<file path="src/include/seq_consts.svh">
// Purpose: constants for the driver chain datagram sequencer
// Assumes: 10 MHz core clock, words of six bits
// Notes:
`ifndef SEQ_CONSTS_SVH
`define SEQ_CONSTS_SVH
`define CODE_W        5
`define WORD_W        6
`define FLAG_BIT      5
`define WORD_COUNT    64
`define WADDR_W       6
`define DRV_W         2
`define CODE_ZERO     5'h10
`define CODE_ONE      5'h11
`define CODE_DIR      5'h12
`define CODE_STEP     5'h13
`define COIL_B_BIT    3
`define SCLK_DIV      10
`define SCLK_HALF     5
`define FIFO_DEPTH    8
`define DRV_FIRST     2'h0
`define WADDR_FIRST   6'h00
`define RD_NONE       6'h00
`define MEM_ADDR_W    6
`endif

</file>
<file path="src/include/seq_pkg.sv">
// Purpose: types for the driver chain datagram sequencer
// Assumes: up to three motors
// Notes: one control bundle per motor
package seq_pkg;
  typedef struct packed
  {
    logic [5:0] coil_a_current;
    logic       coil_a_polarity;
    logic       coil_a_fast_decay;
    logic [5:0] coil_b_current;
    logic       coil_b_polarity;
    logic       coil_b_fast_decay;
    logic       direction;
    logic       step;
  } motor_ctl_t;
  typedef struct packed
  {
    logic       next_driver_flag;
    logic [4:0] code;
  } cfg_word_t;
  typedef enum logic [1:0] {ST_IDLE, ST_SNAP, ST_SHIFT, ST_END} seq_state_t;
endpackage

</file>
<file path="src/hdl/datagram_sequencer.sv">
// Purpose: builds serial datagrams for a chain of stepper driver chips
// Assumes: 10 MHz core clock; serial clock derived by divider
// Notes: word memory reached over a plain address/strobe port
`timescale 1ns/1ns
`default_nettype none
`include "seq_consts.svh"
module datagram_sequencer #(
  parameter int        MOTORS      = 3,
  parameter logic [1:0] LAST_DRIVER_RESET = 2'h2
) (
  // clock and reset
  input  wire logic                    core_clk,
  input  wire logic                    rstn,
  // word memory port
  input  wire logic [`MEM_ADDR_W-1:0]  mem_addr,
  input  wire logic [`WORD_W-1:0]      mem_wdata,
  input  wire logic                    mem_wr,
  input  wire logic                    mem_rd,
  output logic      [`WORD_W-1:0]      mem_rdata,
  // motor units
  input  wire seq_pkg::motor_ctl_t     motor_ctl [MOTORS],
  input  wire logic                    tx_request,
  input  wire logic [`DRV_W-1:0]       last_driver_index,
  // driver chain pins
  output logic                         chain_sclk,
  output logic                         chain_select_n,
  output logic                         chain_sdo,
  // status
  output logic                         busy
);
  import seq_pkg::*;

  // word memory with reset default layout
  cfg_word_t             cfg_mem [`WORD_COUNT];
  seq_state_t            state;
  motor_ctl_t            snap [MOTORS];
  logic [`DRV_W-1:0]     driver_slot_index;
  logic [`WADDR_W-1:0]   word_ptr;
  logic                  pending;
  logic [3:0]            div_cnt;
  logic                  sclk_int;
  logic                  ending;

  function automatic cfg_word_t default_word(input int idx);
    int pos;
    cfg_word_t w;
    pos = idx % 12;
    w.next_driver_flag = 1'b0;
    unique case (pos)
      0: w.code = `CODE_ONE;
      1: w.code = 5'h05;
      2: w.code = 5'h04;
      3: w.code = 5'h03;
      4: w.code = 5'h02;
      5: w.code = 5'h06;
      6: w.code = `CODE_ONE;
      7: w.code = 5'h0D;
      8: w.code = 5'h0C;
      9: w.code = 5'h0B;
      10: w.code = 5'h0A;
      default:
      begin
        w.code = 5'h0E;
        w.next_driver_flag = idx < 36;
      end
    endcase
    if (idx >= 36)
      w.code = `CODE_ZERO;
    return w;
  endfunction

  function automatic logic pick_bit(input motor_ctl_t m, input logic [4:0] code);
    logic [7:0] coil;
    logic r;
    coil = code[`COIL_B_BIT] ?
           {m.coil_b_fast_decay, m.coil_b_polarity, m.coil_b_current} :
           {m.coil_a_fast_decay, m.coil_a_polarity, m.coil_a_current};
    r = 1'b0;
    if (!code[4])
      r = coil[code[2:0]];
    else if (code == `CODE_ONE)
      r = 1'b1;
    else if (code == `CODE_DIR)
      r = m.direction;
    else if (code == `CODE_STEP)
      r = m.step;
    return r;
  endfunction

  // serial clock divider, enable pulses
  wire sclk_fall = state == ST_SHIFT && div_cnt == 4'(`SCLK_DIV - 1);
  wire sclk_rise = state == ST_SHIFT && div_cnt == 4'(`SCLK_HALF - 1);

  cfg_word_t cur_word;
  assign cur_word = cfg_mem[word_ptr];
  wire cur_bit = pick_bit(snap[driver_slot_index], cur_word.code);
  wire at_last = driver_slot_index == last_driver_index;
  wire word_done = sclk_fall;
  wire finish = word_done && cur_word.next_driver_flag && at_last;

  // bit FIFO between selector and pin shifter
  logic fifo_in_ready;
  logic fifo_out_valid;
  logic fifo_out_data;
  wire  fifo_push = state == ST_SHIFT && div_cnt == 4'h0;
  seq_fifo #(
    .WIDTH (1),
    .DEPTH (`FIFO_DEPTH)
  ) u_fifo (
    .core_clk  (core_clk),
    .rstn      (rstn),
    .in_valid  (fifo_push),
    .in_ready  (fifo_in_ready),
    .in_data   (cur_bit),
    .out_valid (fifo_out_valid),
    .out_ready (sclk_fall),
    .out_data  (fifo_out_data)
  );

  always_ff @(posedge core_clk)
  begin
    if (!rstn)
    begin
      for (int i = 0; i < `WORD_COUNT; i++)
        cfg_mem[i] <= default_word(i);
    end
    else if (mem_wr)
      cfg_mem[mem_addr] <= cfg_word_t'(mem_wdata);
  end

  always_ff @(posedge core_clk)
  begin
    if (!rstn)
      mem_rdata <= '0;
    else if (mem_rd)
      mem_rdata <= cfg_mem[mem_addr];
  end

  always_ff @(posedge core_clk)
  begin
    if (!rstn)
      pending <= 1'b0;
    else if (tx_request && state != ST_IDLE)
      pending <= 1'b1;
    else if (state == ST_IDLE)
      pending <= 1'b0;
  end

  always_ff @(posedge core_clk)
  begin
    if (!rstn)
    begin
      state             <= ST_IDLE;
      driver_slot_index <= `DRV_FIRST;
      word_ptr          <= `WADDR_FIRST;
      div_cnt           <= '0;
      ending            <= 1'b0;
    end
    else
    begin
      unique case (state)
        ST_IDLE:
        begin
          if (pending || tx_request)
            state <= ST_SNAP;
        end
        ST_SNAP:
        begin
          state             <= ST_SHIFT;
          driver_slot_index <= `DRV_FIRST;
          word_ptr          <= `WADDR_FIRST;
          div_cnt           <= '0;
        end
        ST_SHIFT:
        begin
          div_cnt <= sclk_fall ? 4'h0 : div_cnt + 4'h1;
          if (word_done)
          begin
            word_ptr <= word_ptr + 6'h01;
            if (cur_word.next_driver_flag && !at_last)
              driver_slot_index <= driver_slot_index + 2'h1;
            if (finish)
              state <= ST_END;
          end
        end
        ST_END:
        begin
          driver_slot_index <= `DRV_FIRST;
          state             <= ST_IDLE;
        end
      endcase
    end
  end

  // snapshot of control signals at datagram start
  always_ff @(posedge core_clk)
  begin
    if (state == ST_SNAP)
      snap <= motor_ctl;
  end

  always_ff @(posedge core_clk)
  begin
    if (!rstn)
    begin
      chain_sclk     <= 1'b1;
      chain_select_n <= 1'b1;
      chain_sdo      <= 1'b0;
      busy           <= 1'b0;
    end
    else
    begin
      busy           <= state != ST_IDLE;
      chain_select_n <= state != ST_SHIFT;
      if (div_cnt == 4'h1 && state == ST_SHIFT && fifo_out_valid)
        chain_sdo <= fifo_out_data;
      if (sclk_rise)
        chain_sclk <= 1'b1;
      else if (state == ST_SHIFT && div_cnt == 4'h1)
        chain_sclk <= 1'b0;
      else if (state != ST_SHIFT)
        chain_sclk <= 1'b1;
    end
  end
endmodule
`default_nettype wire

</file>
<file path="src/hdl/seq_fifo.sv">
// Purpose: small valid/ready FIFO for datagram bits
// Assumes: single clock
// Notes: depth is a power of two
`timescale 1ns/1ns
`default_nettype none
module seq_fifo #(
  parameter int WIDTH = 1,
  parameter int DEPTH = 8
) (
  // clock and reset
  input  wire logic             core_clk,
  input  wire logic             rstn,
  // filling side
  input  wire logic             in_valid,
  output logic                  in_ready,
  input  wire logic [WIDTH-1:0] in_data,
  // draining side
  output logic                  out_valid,
  input  wire logic             out_ready,
  output logic      [WIDTH-1:0] out_data
);
  localparam int AW = $clog2(DEPTH);
  logic [WIDTH-1:0] mem [DEPTH];
  logic [AW:0]      wr_ptr;
  logic [AW:0]      rd_ptr;
  wire              push = in_valid && in_ready;
  wire              pop  = out_valid && out_ready;
  wire [AW:0]       fill = wr_ptr - rd_ptr;

  assign in_ready  = fill != DEPTH[AW:0];
  assign out_valid = fill != '0;
  assign out_data  = mem[rd_ptr[AW-1:0]];

  always_ff @(posedge core_clk)
  begin
    if (!rstn)
    begin
      wr_ptr <= '0;
      rd_ptr <= '0;
    end
    else
    begin
      if (push) wr_ptr <= wr_ptr + 1'b1;
      if (pop) rd_ptr <= rd_ptr + 1'b1;
    end
  end

  always_ff @(posedge core_clk)
  begin
    if (push) mem[wr_ptr[AW-1:0]] <= in_data;
  end
endmodule
`default_nettype wire

</file>
<file path="config.mk">
export PLATFORM = sky130hd
export DESIGN_NAME = datagram_sequencer
export DESIGN_NICKNAME = d
export VERILOG_FILES = /design/src/include/seq_pkg.sv /design/src/hdl/datagram_sequencer.sv /design/src/hdl/seq_fifo.sv
export VERILOG_INCLUDE_DIRS = /design/src /design/src/include
export SDC_FILE = /design/constraint.sdc
export NUM_CORES = 1
export LEC_CHECK = 0
export BUFFER_PORTS_ARGS = -buffer_cell sky130_fd_sc_hd__clkbuf_2
export CAP_MARGIN = 20
export CORE_UTILIZATION = 40
export DETAILED_ROUTE_END_ITERATION = 10
export PLACE_DENSITY = 0.66
export SYNTH_ARGS = -nofsm -noshare
export SYNTH_HDL_FRONTEND = slang
export SYNTH_SLANG_ARGS = --single-unit
export TNS_END_PERCENT = 100
</file>
<file path="constraint.sdc">
create_clock -name core_clk -period 4.1 [get_ports core_clk]
set_input_delay 0.205 -clock core_clk [delete_from_list [all_inputs] [get_ports core_clk]]
set_output_delay 0.205 -clock core_clk [all_outputs]
set_load 0.01 [all_outputs]
</file>
==> flow_metrics.py <==
metrics = {
    "synth": {
        "synth_largest_area_cell": "sky130_fd_sc_hd__edfxtp_1",
        "synth_top_area_share_pct": 54.3,
        "yosys_warnings": 0,
        "synthFlopType": "sky130_fd_sc_hd__edfxtp_1",
        "netlist-cell-type-count": 64,
        "avgSynthCellArea_sq_um": 12.8,
        "yosys.area_share.simple_pct": 15.1,
        "synth_area_sq_um": 24700,
        "sequential_share_of_the_synthesized_area_pct": 57.5,
        "postSynthRegisterBits": 485,
        "post_synth_edffs": 446,
        "syn-num-nets": 2019,
        "yosys.area_share.xor_xnor_pct": 0.462,
        "postSynth.asyncResetShare_pct": 0,
        "post_synth_main_area_contributors": "sky130_fd_sc_hd__edfxtp_1 54%, sky130_fd_sc_hd__mux4_2 10%, sky130_fd_sc_hd__and3_1 7.2%",
        "main_combinational_cell_family_by_area_after_synthesis": "simple AND/OR/NAND/NOR gates",
        "synth.area.mux_share_pct": 11.6,
        "synth_compound_gate_area_share_pct": 10.6,
        "syn-instance-count": 1933,
        "synth-adder-area-share_pct": 0.659,
    },
    "clocking": {
        "cts_tree": "built",
        "tritoncts.num_buffers": 51,
        "insertion_delay_ns": 0.61,
        "clkTransAtPathRegs_ns": 0.06,
        "root_buffer": "sky130_fd_sc_hd__clkbuf_16",
        "clock_path_buffers": 3,
        "cts_num_sinks": 485,
        "clock_tree.htree_level_count": 2,
    },
    "setup_path": {
        "crit_required_ns": 4.44,
        "critical_path.top_delay_family": "compound AO/OA/AOI/OAI gates",
        "worst_setup_path_start_kind": "flip-flop",
        "path_common_cell": "sky130_fd_sc_hd__a211oi_1",
        "timing.critical_path.arrival_ns": 4.22,
        "crit_path_end_kind": "flip-flop",
        "cp_num_cells": 10,
        "critical_path_top_delay_cell": "sky130_fd_sc_hd__a211oi_1",
        "crit_path_max_fanout": 34,
        "worst-setup-path-type": "flip-flop to flip-flop",
        "rr_worst_depth": 10,
        "critical_path_cell_by_cell": "buf_12, mux4_2, a22o_1, a221oi_1, o22ai_1, a211oi_1, inv_1, a211oi_1, a32oi_1, buf_4",
        "cp_num_buf_inv": 3,
        "delay_of_the_slowest_cell_on_the_worst_path_ns": 0.68,
    },
    "place": {
        "port_buffers": 82,
        "gp_congestion": 0.948,
        "place.detailed.hpwl_mm": 50.2,
        "pre_cts_slack_ns": 0.0833,
    },
    "global_route": {
        "antenna_violations_before_repair": 3,
        "grt_pass1_wl_mm": 117,
        "globalRouteOverflowTotal": 0,
        "grt_pass1_vias": 18200,
        "grt_use_total_pct": 24.6,
        "grt_start_max_net_pins": 70,
    },
    "sta": {
        "slew_headroom_pct": 27.5,
        "max_clock_freq_mhz": 258,
        "clock_skew_ns": 0.0228,
        "final-setup-viol-count": 0,
        "finalHoldViolCount": 0,
        "layout_min_cycle_time_ns": 3.88,
        "grt_setup_unrepaired": "false",
        "drv_slew": 0,
        "postLayoutSetupSlackWorst_ns": 0.222,
        "slew_of_the_pin_with_the_lowest_slew_margin_ns": 1.08,
        "timing.setup.tns_ns": 0,
        "final_period_util_pct": 94.6,
    },
    "routing": {
        "routed-via-count": 18300,
        "viasPerCell": 6.51,
        "drt_first_iter_violations": 2621,
        "drt.antenna.violating_nets": 0,
        "residual_drc_count": 0,
        "avgRoutedWirePerCell_um": 27.7,
        "detail_route.wirelength_mm": 77.9,
        "detail_route.first_pass.iterations": 6,
    },
    "die": {
        "chipWidth_um": 250,
        "std_cell_rows": 90,
        "initial_utilization_pct": 40.6,
        "design.core.area_sq_um": 60700,
        "boundaryPins": 83,
        "die_area_sq_um": 62700,
        "die_height_um": 250,
    },
    "hold_path": {
        "hold_path_depth": 5,
        "min-delay-path-class": "input port to flip-flop",
    },
    "job": {
        "drv_cap": 0,
    },
    "run_status": {
        "outcome": "completed",
    },
    "finish": {
        "fin_nets": 2079,
        "drive_gt1_share_pct": 20.6,
        "fillCellCount": 5244,
        "antenna_cells": 0,
        "synthToLayoutAreaGrowth_pct": 14.5,
    },
    "pwr": {
        "power.ir.vdd_worst_uv": 313,
        "leakagePower_nw": 10.2,
        "power.density_cell_area_nw_per_um2": 416,
    },
}
[logic make-up (layout without fill, tap and decap cells)]
group | Yosys count | count (layout)
muxes | 148 | 148
and+or+nand+nor | 658 | 658
buffers and inverters | 248 | 346
DFF | 485 | 485
AOI/OAI and AO/OA | 368 | 368
xor gates and xnor gates | 13 | 13
adders and majority gates | 13 | 13
[metrics by stage]
| step | power, mW | hold WS [ns] | area (sq um) | cells | util [%] |
|---|---|---|---|---|---|
| floorplan | 6.72 | 0.304 | 24700 | 1933 | - |
| global placement | 7.20 | 0.384 | 26000 | 2662 | 42.9 |
| detailed placement | 7.25 | 0.384 | 26000 | 2662 | 42.9 |
| CTS | 11.7 | 0.121 | 28200 | 2809 | 46.4 |
| global route | 12.1 | 0.231 | 28200 | 2813 | 46.5 |
| finish | 11.8 | 0.161 | 28200 | 2813 | 46.5 |
[metal layers]
metal | track usage (%) | vias to the layer above | part of all wire [%]
li1 | - | 7753 | -
met1 | 33.8 | 9088 | 39
met2 | 38.5 | 1280 | 45
met3 | 5.45 | 181 | 12
met4 | 8.55 | 2 | 3.4
met5 | 0 | - | 0.014
[synth_stat cells, types with 4 or more instances]
master                     instances
sky130_fd_sc_hd__a22o_1           14
sky130_fd_sc_hd__buf_1            17
sky130_fd_sc_hd__nand2_1          95
sky130_fd_sc_hd__mux2i_1          34
sky130_fd_sc_hd__dfxtp_1          39
sky130_fd_sc_hd__a22oi_1         192
sky130_fd_sc_hd__and3_1          282
sky130_fd_sc_hd__a41oi_1           5
sky130_fd_sc_hd__nor3b_1           4
sky130_fd_sc_hd__mux2_2            4
sky130_fd_sc_hd__nand4_1          39
sky130_fd_sc_hd__a211oi_1         14
sky130_fd_sc_hd__nor2b_1          12
sky130_fd_sc_hd__ha_1             13
sky130_fd_sc_hd__xnor2_1           7
sky130_fd_sc_hd__mux4_2          110
sky130_fd_sc_hd__nand3_1           8
sky130_fd_sc_hd__edfxtp_1        446
sky130_fd_sc_hd__or2_2            27
sky130_fd_sc_hd__a221oi_1         12
sky130_fd_sc_hd__clkbuf_1        189
sky130_fd_sc_hd__buf_2            14
sky130_fd_sc_hd__nor3_1            7
sky130_fd_sc_hd__nor2_1           65
sky130_fd_sc_hd__a21oi_1          32
sky130_fd_sc_hd__o21ai_0          56
sky130_fd_sc_hd__o211ai_1          7
sky130_fd_sc_hd__inv_1            16
sky130_fd_sc_hd__buf_4             8
sky130_fd_sc_hd__xor2_1            6
sky130_fd_sc_hd__or3_1            88
sky130_fd_sc_hd__and2_1            5
sky130_fd_sc_hd__nand2b_1         11
[cells in the final DEF, fill, tap and decap left out, drive strengths merged, types with 34 or more instances in the layout]
master | synthesis | final
nand2 | 95 | 95
and3 | 282 | 282
or3 | 88 | 88
clkbuf | 190 | 139
buf | 42 | 100
o21ai | 57 | 57
mux2i | 34 | 34
a22oi | 193 | 193
mux4 | 110 | 110
nor2 | 65 | 65
nand4 | 39 | 39
edfxtp | 446 | 446
dlygate4sd3 | 0 | 56
dfxtp | 39 | 39
[tightest hold or removal path, delay by kind of cell]
kind            cells  cell delay (ns)
simple gates        1             0.09
compound gates      2             0.19
xor+xnor            1             0.13
buf+inv             1             0.08
[report_power, final]
| part | switching, mW | internal [mW] |
|---|---|---|
| Clock | 1.98 | 2.53 |
| Sequential | 0.209 | 5.81 |
| Combinational | 0.814 | 0.413 |
[flip-flops by register name, summed over array words and instances, names as in the netlist, named ones only]
name	cells
cfg_mem	384
u_fifo.wr_ptr	4
div_cnt	4
snap	54
mem_rdata	6
chain_select_n	1
chain_sdo	1
pending	1
driver_slot_index	2
word_ptr	6
busy	1
u_fifo.rd_ptr	4
u_fifo.mem	8
state	2
chain_sclk	1
[final cells by class]
cell class                 count  area, sq um  share of cell area, %
tap                          782          978                   3.46
multi-input combinational   1200         9540                   33.8
clock inverter                35          250                  0.886
timing repair buffer         239         1890                   6.69
sequential                   485        14200                   50.2
clock buffer                  56         1340                   4.74
inverter                      16         60.1                  0.213
[timing repair]
item,CTS,global route
hold buffers,56,0
resized for setup,0,1
setup endpoints to repair,0,8
endpoints found under the hold margin,59,0
setup buffers,0,1
[final timing paths]
kind	from	end	slack, ns
hold / removal	last_driver_index[0]	driver_slot_index[0]$_SDFFE_PN0P_	0.16
hold reg to reg	mem_rdata[0]$_SDFFE_PN0P_	mem_rdata[0]$_SDFFE_PN0P_	0.48
setup reg to reg	flip-flop	u_fifo.mem[7]$_DFFE_PP_	0.22
setup / recovery	flip-flop	u_fifo.mem[7]$_DFFE_PP_	0.22
Power figures use the tool's default switching activity.
